File: src/tmesi_pkg.sv
// Package with the register map, field layout and state types of the two-wire event block.
package tmesi_pkg;

  typedef logic [31:0] tmesi_word_t;

  // Register byte offsets.
  localparam logic [11:0] OFF_PAUSE_EVT = 12'h148;
  localparam logic [11:0] OFF_EVENT_TASK_SHORTCUTS = 12'h200;
  localparam logic [11:0] OFF_IRQ_SET = 12'h304;
  localparam logic [11:0] OFF_IRQ_CLR = 12'h308;
  localparam logic [11:0] OFF_IRQ_STATUS = 12'h310;

  // Reset values.
  localparam tmesi_word_t RST_EVENT_TASK_SHORTCUTS = 32'h0000_0000;
  localparam tmesi_word_t RST_IRQ_EN = 32'h0000_0000;
  localparam tmesi_word_t RST_STATUS = 32'h0000_0000;
  localparam tmesi_word_t WORD_ZERO = 32'h0000_0000;

  // Shortcut field positions.
  localparam int SH_PAUSE_BIT = 0;
  localparam int SH_HALT_BIT = 1;
  localparam int SH_W = 2;

  // Event field positions, shared by the enable, clear and status registers.
  localparam int EV_STOPPED_BIT = 1;
  localparam int EV_RX_READY_BIT = 2;
  localparam int EV_TX_SENT_BIT = 7;
  localparam int EV_FAULT_BIT = 9;
  localparam int EV_BOUNDARY_BIT = 14;
  localparam int EV_PAUSED_BIT = 18;
  localparam tmesi_word_t EV_MASK = 32'h0004_4286;

  // Event register flag position.
  localparam int EVT_FLAG_BIT = 0;

  // Bus constants.
  localparam int HTRANS_ACTIVE_BIT = 1;
  localparam int MIN_ADDR_W = 12;
  localparam int MAX_ADDR_W = 32;
  localparam int WORD_LSB_W = 2;

  typedef enum logic [1:0] {PS_RUN, PS_ARMED, PS_HELD} tmesi_pause_t;
  typedef enum logic {SL_IDLE, SL_ACCESS} tmesi_slave_t;

endpackage

File: src/tmesi_reg_if.sv
// Interface between the bus slave and the register file.
`timescale 1ns/1ns
interface tmesi_reg_if #(parameter int AW = 12);
  logic wr;
  logic rd;
  logic [AW-1:0] addr;
  logic [31:0] wdata;
  logic [31:0] rdata;

  modport slave (output wr, output rd, output addr, output wdata, input rdata);
  modport regs (input wr, input rd, input addr, input wdata, output rdata);
endinterface

File: src/tmesi_top.sv
// Event, shortcut and interrupt-enable logic of the two-wire master.
//
// Implementation choice: register access over AHB-Lite.
`timescale 1ns/1ns
module tmesi_top
  import tmesi_pkg::*;
#(
  parameter int AW = 12
)
(
  input wire logic hclk,
  input wire logic hresetn,
  input wire logic hsel,
  input wire logic [31:0] haddr,
  input wire logic [1:0] htrans,
  input wire logic hwrite,
  input wire logic [2:0] hsize,
  input wire tmesi_pkg::tmesi_word_t hwdata,
  input wire logic hready,
  output tmesi_pkg::tmesi_word_t hrdata,
  output logic hreadyout,
  output logic hresp,
  input wire logic pause_task_in,
  input wire logic resume_task_in,
  input wire logic halt_task_in,
  input wire logic byte_boundary_event,
  input wire logic read_ack_done,
  input wire logic stopped_event,
  input wire logic rx_byte_ready_event,
  input wire logic tx_byte_sent_event,
  input wire logic fault_event,
  output logic pause_task_out,
  output logic halt_task_out,
  output logic bus_held,
  output logic pause_entered_event,
  output logic irq
);

  tmesi_reg_if #(.AW(AW)) bus ();

  tmesi_ahb_slave #(.AW(AW)) u_slave (
    .hclk(hclk),
    .hresetn(hresetn),
    .hsel(hsel),
    .haddr(haddr),
    .htrans(htrans),
    .hwrite(hwrite),
    .hwdata(hwdata),
    .hready(hready),
    .hrdata(hrdata),
    .hreadyout(hreadyout),
    .hresp(hresp),
    .bus(bus)
  );

  tmesi_word_t irq_en_q;
  tmesi_word_t status_q;
  tmesi_word_t ev_vec;
  logic [SH_W-1:0] event_task_shortcuts_q;
  tmesi_pause_t ps_q;
  logic short_pause;
  logic short_halt;
  logic pause_req;
  logic halt_req;
  logic pause_hit;
  logic wr_evt;
  logic wr_event_task_shortcuts;
  logic wr_set;
  logic wr_clr;
  logic rd_status;
  logic [11:0] reg_off;

  assign reg_off = bus.addr[11:0];
  assign wr_evt = bus.wr && (reg_off == OFF_PAUSE_EVT);
  assign wr_event_task_shortcuts = bus.wr && (reg_off == OFF_EVENT_TASK_SHORTCUTS);
  assign wr_set = bus.wr && (reg_off == OFF_IRQ_SET);
  assign wr_clr = bus.wr && (reg_off == OFF_IRQ_CLR);
  assign rd_status = bus.rd && (reg_off == OFF_IRQ_STATUS);

  assign short_pause = byte_boundary_event && event_task_shortcuts_q[SH_PAUSE_BIT];
  assign short_halt = byte_boundary_event && event_task_shortcuts_q[SH_HALT_BIT];
  assign pause_req = pause_task_in || short_pause;
  assign halt_req = halt_task_in || short_halt;
  // A halt or resume in the acknowledge cycle cancels the pause, so no event may fire.
  assign pause_hit = read_ack_done && (ps_q == PS_ARMED) && !halt_req && !resume_task_in;

  always_ff @(posedge hclk or negedge hresetn)
  begin
    if (!hresetn)
    begin
      event_task_shortcuts_q <= RST_EVENT_TASK_SHORTCUTS[SH_W-1:0];
    end
    else if (wr_event_task_shortcuts)
    begin
      event_task_shortcuts_q <= bus.wdata[SH_W-1:0];
    end
  end

  // Pause only takes effect at the next read acknowledge; halt or resume abandons it.
  always_ff @(posedge hclk or negedge hresetn)
  begin
    if (!hresetn)
    begin
      ps_q <= PS_RUN;
    end
    else
    begin
      case (ps_q)
        PS_RUN:
        begin
          if (pause_req && !halt_req && !resume_task_in)
          begin
            ps_q <= PS_ARMED;
          end
        end
        PS_ARMED:
        begin
          if (halt_req || resume_task_in)
          begin
            ps_q <= PS_RUN;
          end
          else if (read_ack_done)
          begin
            ps_q <= PS_HELD;
          end
        end
        PS_HELD:
        begin
          if (halt_req || resume_task_in)
          begin
            ps_q <= PS_RUN;
          end
        end
        default:
        begin
          ps_q <= PS_RUN;
        end
      endcase
    end
  end

  always_ff @(posedge hclk or negedge hresetn)
  begin
    if (!hresetn)
    begin
      pause_task_out <= 1'b0;
      halt_task_out <= 1'b0;
      bus_held <= 1'b0;
    end
    else
    begin
      pause_task_out <= pause_req;
      halt_task_out <= halt_req;
      bus_held <= (ps_q == PS_HELD);
    end
  end

  // The hardware set wins over a software write of zero in the same cycle.
  always_ff @(posedge hclk or negedge hresetn)
  begin
    if (!hresetn)
    begin
      pause_entered_event <= 1'b0;
    end
    else if (pause_hit)
    begin
      pause_entered_event <= 1'b1;
    end
    else if (wr_evt)
    begin
      pause_entered_event <= bus.wdata[EVT_FLAG_BIT];
    end
  end

  always_ff @(posedge hclk or negedge hresetn)
  begin
    if (!hresetn)
    begin
      irq_en_q <= RST_IRQ_EN;
    end
    else if (wr_set)
    begin
      irq_en_q <= irq_en_q | (bus.wdata & EV_MASK);
    end
    else if (wr_clr)
    begin
      irq_en_q <= irq_en_q & ~(bus.wdata & EV_MASK);
    end
  end

  always_comb
  begin
    ev_vec = WORD_ZERO;
    ev_vec[EV_STOPPED_BIT] = stopped_event;
    ev_vec[EV_RX_READY_BIT] = rx_byte_ready_event;
    ev_vec[EV_TX_SENT_BIT] = tx_byte_sent_event;
    ev_vec[EV_FAULT_BIT] = fault_event;
    ev_vec[EV_BOUNDARY_BIT] = byte_boundary_event;
    ev_vec[EV_PAUSED_BIT] = pause_hit;
  end

  // A read clears the status, but an event in the same cycle survives it.
  always_ff @(posedge hclk or negedge hresetn)
  begin
    if (!hresetn)
    begin
      status_q <= RST_STATUS;
    end
    else
    begin
      status_q <= (rd_status ? WORD_ZERO : status_q) | ev_vec;
    end
  end

  always_ff @(posedge hclk or negedge hresetn)
  begin
    if (!hresetn)
    begin
      irq <= 1'b0;
    end
    else
    begin
      irq <= |(status_q & irq_en_q);
    end
  end

  always_comb
  begin
    case (reg_off)
      OFF_PAUSE_EVT: bus.rdata = {31'h0000_0000, pause_entered_event};
      OFF_EVENT_TASK_SHORTCUTS: bus.rdata = {30'h0000_0000, event_task_shortcuts_q};
      OFF_IRQ_SET: bus.rdata = irq_en_q;
      OFF_IRQ_CLR: bus.rdata = irq_en_q;
      OFF_IRQ_STATUS: bus.rdata = status_q;
      default: bus.rdata = WORD_ZERO;
    endcase
  end
endmodule

File: src/tmesi_ahb_slave.sv
// AHB-Lite slave front end with one wait state per transfer.
`timescale 1ns/1ns
module tmesi_ahb_slave
  import tmesi_pkg::*;
#(
  parameter int AW = 12
)
(
  input wire logic hclk,
  input wire logic hresetn,
  input wire logic hsel,
  input wire logic [31:0] haddr,
  input wire logic [1:0] htrans,
  input wire logic hwrite,
  input wire tmesi_pkg::tmesi_word_t hwdata,
  input wire logic hready,
  output tmesi_pkg::tmesi_word_t hrdata,
  output logic hreadyout,
  output logic hresp,
  tmesi_reg_if.slave bus
);

  tmesi_slave_t st_q;
  logic [AW-1:0] addr_q;
  logic write_q;

  generate
    if (AW < MIN_ADDR_W || AW > MAX_ADDR_W)
    begin : g_bad_aw
      $error("Address width cannot reach the register map.");
    end
  endgenerate

  // The wait state lets read data come from a flip-flop.
  always_ff @(posedge hclk or negedge hresetn)
  begin
    if (!hresetn)
    begin
      st_q <= SL_IDLE;
      hreadyout <= 1'b1;
      addr_q <= '0;
      write_q <= 1'b0;
      hrdata <= WORD_ZERO;
    end
    else
    begin
      case (st_q)
        SL_IDLE:
        begin
          if (hsel && hready && htrans[HTRANS_ACTIVE_BIT])
          begin
            st_q <= SL_ACCESS;
            hreadyout <= 1'b0;
            addr_q <= {haddr[AW-1:WORD_LSB_W], {WORD_LSB_W{1'b0}}};
            write_q <= hwrite;
          end
        end
        SL_ACCESS:
        begin
          st_q <= SL_IDLE;
          hreadyout <= 1'b1;
          if (!write_q)
          begin
            hrdata <= bus.rdata;
          end
        end
        default:
        begin
          st_q <= SL_IDLE;
          hreadyout <= 1'b1;
        end
      endcase
    end
  end

  always_ff @(posedge hclk or negedge hresetn)
  begin
    if (!hresetn)
    begin
      hresp <= 1'b0;
    end
    else
    begin
      hresp <= 1'b0;
    end
  end

  assign bus.wr = (st_q == SL_ACCESS) && write_q;
  assign bus.rd = (st_q == SL_ACCESS) && !write_q;
  assign bus.addr = addr_q;
  assign bus.wdata = hwdata;

endmodule

File: config.mk
export PLATFORM = sky130hd
export DESIGN_NAME = tmesi_top
export DESIGN_NICKNAME = d
export VERILOG_FILES = /design/src/tmesi_pkg.sv /design/src/tmesi_reg_if.sv /design/src/tmesi_top.sv /design/src/tmesi_ahb_slave.sv
export SDC_FILE = /design/constraint.sdc
export NUM_CORES = 1
export LEC_CHECK = 0
export BUFFER_PORTS_ARGS = -buffer_cell sky130_fd_sc_hd__buf_2
export CAP_MARGIN = 20
export CORE_MARGIN = 2
export CORE_UTILIZATION = 46
export DETAILED_ROUTE_END_ITERATION = 8
export HOLD_SLACK_MARGIN = 0.1
export PLACE_DENSITY = 0.85
export RECOVER_POWER = 25
export REMOVE_ABC_BUFFERS = 1
export SYNTH_ARGS = -nofsm -noshare
export SYNTH_HDL_FRONTEND = slang
export SYNTH_SLANG_ARGS = --single-unit
export TNS_END_PERCENT = 100
File: constraint.sdc
create_clock -name hclk -period 5 [get_ports hclk]
set_input_delay 0.5 -clock hclk [delete_from_list [all_inputs] [get_ports hclk]]
set_output_delay 0.5 -clock hclk [all_outputs]
set_load 0.05 [all_outputs]
==> out/results.tsv <==
stage	metric	value	unit
status	status	complete, but fails checks	
status	failing checks	capacitance limit, slew limit	
placed_design	Post-DP Area	2170	um2
yosys	Post-Syn Area	2020	um2
power_and_ir_drop	Lkg Pwr	1.20	nW
timing	unrepaired setup endpoints after global routing	false	
layout	fin util	0.527	
power_and_ir_drop	P per Cell Area	332	nW/um2
clocking	Resized cells post-CTS	0	
grt	initial antenna violation count	0	
layout	final instance area	2260	um2
routing	wire per inst	13.9	um
yosys	Ys Warns	0	
grt	first-pass GRT wire length	6.71	mm
timing	Slew Viols, Final	42	
floorplan	full die area	4940	um2
layout	area grow syn2layout	12.0	%
layout	layout cells sized above 1	0.244	
setup_path	CP max FO	11	
timing	Hold Slack	0.377	ns
floorplan	I/O Pins	122	
placed_design	I/O Buffers	44	
flow_run	Max Cap Viol	1	
placed_design	Final GP Congestion	0.780	
setup_path	Worst setup SP type	flop	
routing	DR iter-0 viols	162	
timing	Final setup viols	0	
timing	worst setup margin	2.64	ns
clocking	Clock Path Buffers	2	
routing	first-pass iteration count of the detailed router	4	
yosys	flops & latches, synth	41	
timing	sum of negative setup slack	0	ns
yosys	Cells after Synth	200	
routing	vias	1531	
yosys	area leader, netlist	dfrtp_1	
yosys	Synth top area share	0.496	
clocking	Post CTS Setup Buffer Count	0	
routing	Routed Antenna Nets	0	
clocking	hold buffers post-CTS	0	
routing	final WL	4.09	mm
yosys	Unique masters post-synth	39	
floorplan	die width	70.3	um
grt	largest net degree at the start of global routing	42	
placed_design	DP Worst Slack	2.66	ns
floorplan	Rows	24	
setup_path	critical path data arrival time	2.55	ns
grt	GRT Total Usage	0.173	
placed_design	dpl hpwl	2.90	mm
floorplan	initial core utilization	0.470	
routing	Via density	5.21	
clocking	total CTS buffers	5	
min_path	Hold Path Class	input pin to flop	
clocking	Clock Pin Slew Worst Setup and Hold Paths	0.08	ns
setup_path	crit end category	flop	
grt	vias in the first global route	1398	
yosys	Syn Area/Cell	10.1	um2
timing	fmax	425	MHz
clocking	CTS tree	yes	
yosys	ranking of synthesized cells by area	dfrtp_1 (50%), buf_4 (9.7%), nand2_1 (6.7%)	
clocking	CTS sink cnt	41	
timing	Final Hold Fails	0	
layout	Fill cells	398	
power_and_ir_drop	peak supply drop	180	uV
clocking	CTS root buf	clkbuf_8	
setup_path	Critical Path RT	5.19	ns
floorplan	Placeable Area	4290	um2
clocking	clk_lat worst skew	0.30	ns
routing	Post-route DRC	0	
clocking	Max H-tree Level	2	
timing	Rel. slew slack	-0.451	
timing	Worst Skew	0.00882	ns
layout	antenna fix cells	0	
layout	Nets	324	
timing	worst-margin pin slew	2.18	ns
grt	GRT Residual Overflow	0	
setup_path	crit path kind	flop to flop	
timing	min Tclk post-route	2.36	ns
timing	period utilization	0.471	
yosys	sequential share of the synthesized area	0.509	
floorplan	die height	70.3	um
-- worst max-delay path, stage by stage, from the launching register on --
cell and delay [ns]:
dfrtp_1 0.38, or4_1 0.80, or2_1 0.37, or3_1 0.49, a21o_1 0.22
-- layout by cell type (no fill, tap or decap), drive strengths merged, types with 2 or more instances in the layout --
master | synthesis | final
a22oi | 5 | 5
a21oi | 6 | 6
clkinv | 0 | 2
inv | 7 | 7
nand2b | 2 | 2
nand2 | 36 | 36
nor2b | 2 | 2
o21ai | 2 | 2
o41ai | 6 | 6
conb | 1 | 26
mux2 | 2 | 2
nor2 | 6 | 6
dfrtp | 40 | 40
a22o | 5 | 5
buf | 29 | 43
a21o | 14 | 14
nand3 | 2 | 2
nor3 | 2 | 2
nor4 | 4 | 4
clkbuf | 6 | 7
a31oi | 6 | 6
or3 | 2 | 2
nand3b | 2 | 2
-- per-layer routing --
metal / vias to the layer above / wire length, um / GRT usage
met4: 0 / 59 / 0.0577
met2: 56 / 2030 / 0.264
met5: - / 0 / 0
li1: 730 / - / -
met3: 6 / 241 / 0.0476
met1: 739 / 1770 / 0.238
-- stage by stage --
stage / std cells / power [W]
global route: 294 / 0.000787
floorplan: 190 / 0.000490
global placement: 286 / 0.000527
CTS: 294 / 0.000760
detailed placement: 286 / 0.000532
finish: 294 / 0.000752
-- logic make-up after synthesis --
group / Yosys count / synth area share
simple gates: 64 / 0.167
compound gates: 49 / 0.179
buf+inv: 42 / 0.128
flops: 41 / 0.509
mux: 2 / 0.0112
xor+xnor: 1 / 0.00434
other cells: 1 / 0.00186
-- where the power goes --
group	internal (W)	switching, W
combinational	0.0000335	0.000105
sequential	0.000356	0.0000311
clock	0.000112	0.000114
-- cells in the mapped netlist --
| cell | count |
|---|---|
| a21o_1 | 14 |
| or3b_2 | 1 |
| a32oi_1 | 1 |
| a211o_1 | 1 |
| nand3b_1 | 2 |
| inv_1 | 7 |
| or3_1 | 2 |
| a22o_1 | 5 |
| conb_1 | 1 |
| a31oi_1 | 6 |
| nand4b_1 | 1 |
| nand2b_1 | 2 |
| nor3_1 | 2 |
| a21oi_1 | 6 |
| buf_2 | 2 |
| a22oi_1 | 5 |
| dfrtp_1 | 40 |
| nand3_1 | 2 |
| buf_4 | 26 |
| nor4_1 | 1 |
| o21ba_2 | 1 |
| o31ai_1 | 1 |
| nor4_2 | 1 |
| nand2_1 | 36 |
| nor2b_1 | 2 |
| or2_1 | 1 |
| nor4_4 | 2 |
| xnor2_1 | 1 |
| o21ai_0 | 2 |
| and3_1 | 1 |
| nor4b_1 | 1 |
| mux2_2 | 2 |
| buf_1 | 1 |
| dfstp_2 | 1 |
| a41o_1 | 1 |
| or4_1 | 1 |
| o41ai_1 | 6 |
| nor2_1 | 6 |
| clkbuf_1 | 6 |
-- final timing paths --
path                                          start        endpoint  slack [ns]  cells past startpoint
min in group asynchronous                   hresetn       async pin        0.84                      1
worst max-delay path            u_slave.bus.addr[7]    status_q[18]        2.64                      4
worst max register to register  u_slave.bus.addr[7]    status_q[18]        2.64                      4
max in group asynchronous                   hresetn  pause_task_out        2.92                      1
worst min-delay path                  stopped_event     status_q[1]        0.38                      2
worst min register to register              ps_q[0]        bus_held        0.47                      1
-- cell type report --
cell class	instances	area, um2	area share
inverters	7	26.3	0.0116
well taps	52	65.1	0.0288
clock buffers	6	82.6	0.0365
repair buffers	44	219	0.0968
flip-flops and latches	41	1030	0.454
multi-input cells	142	828	0.366
clock inverters	2	13.8	0.00608
No activity file was read; power rests on OpenSTA's default activity.
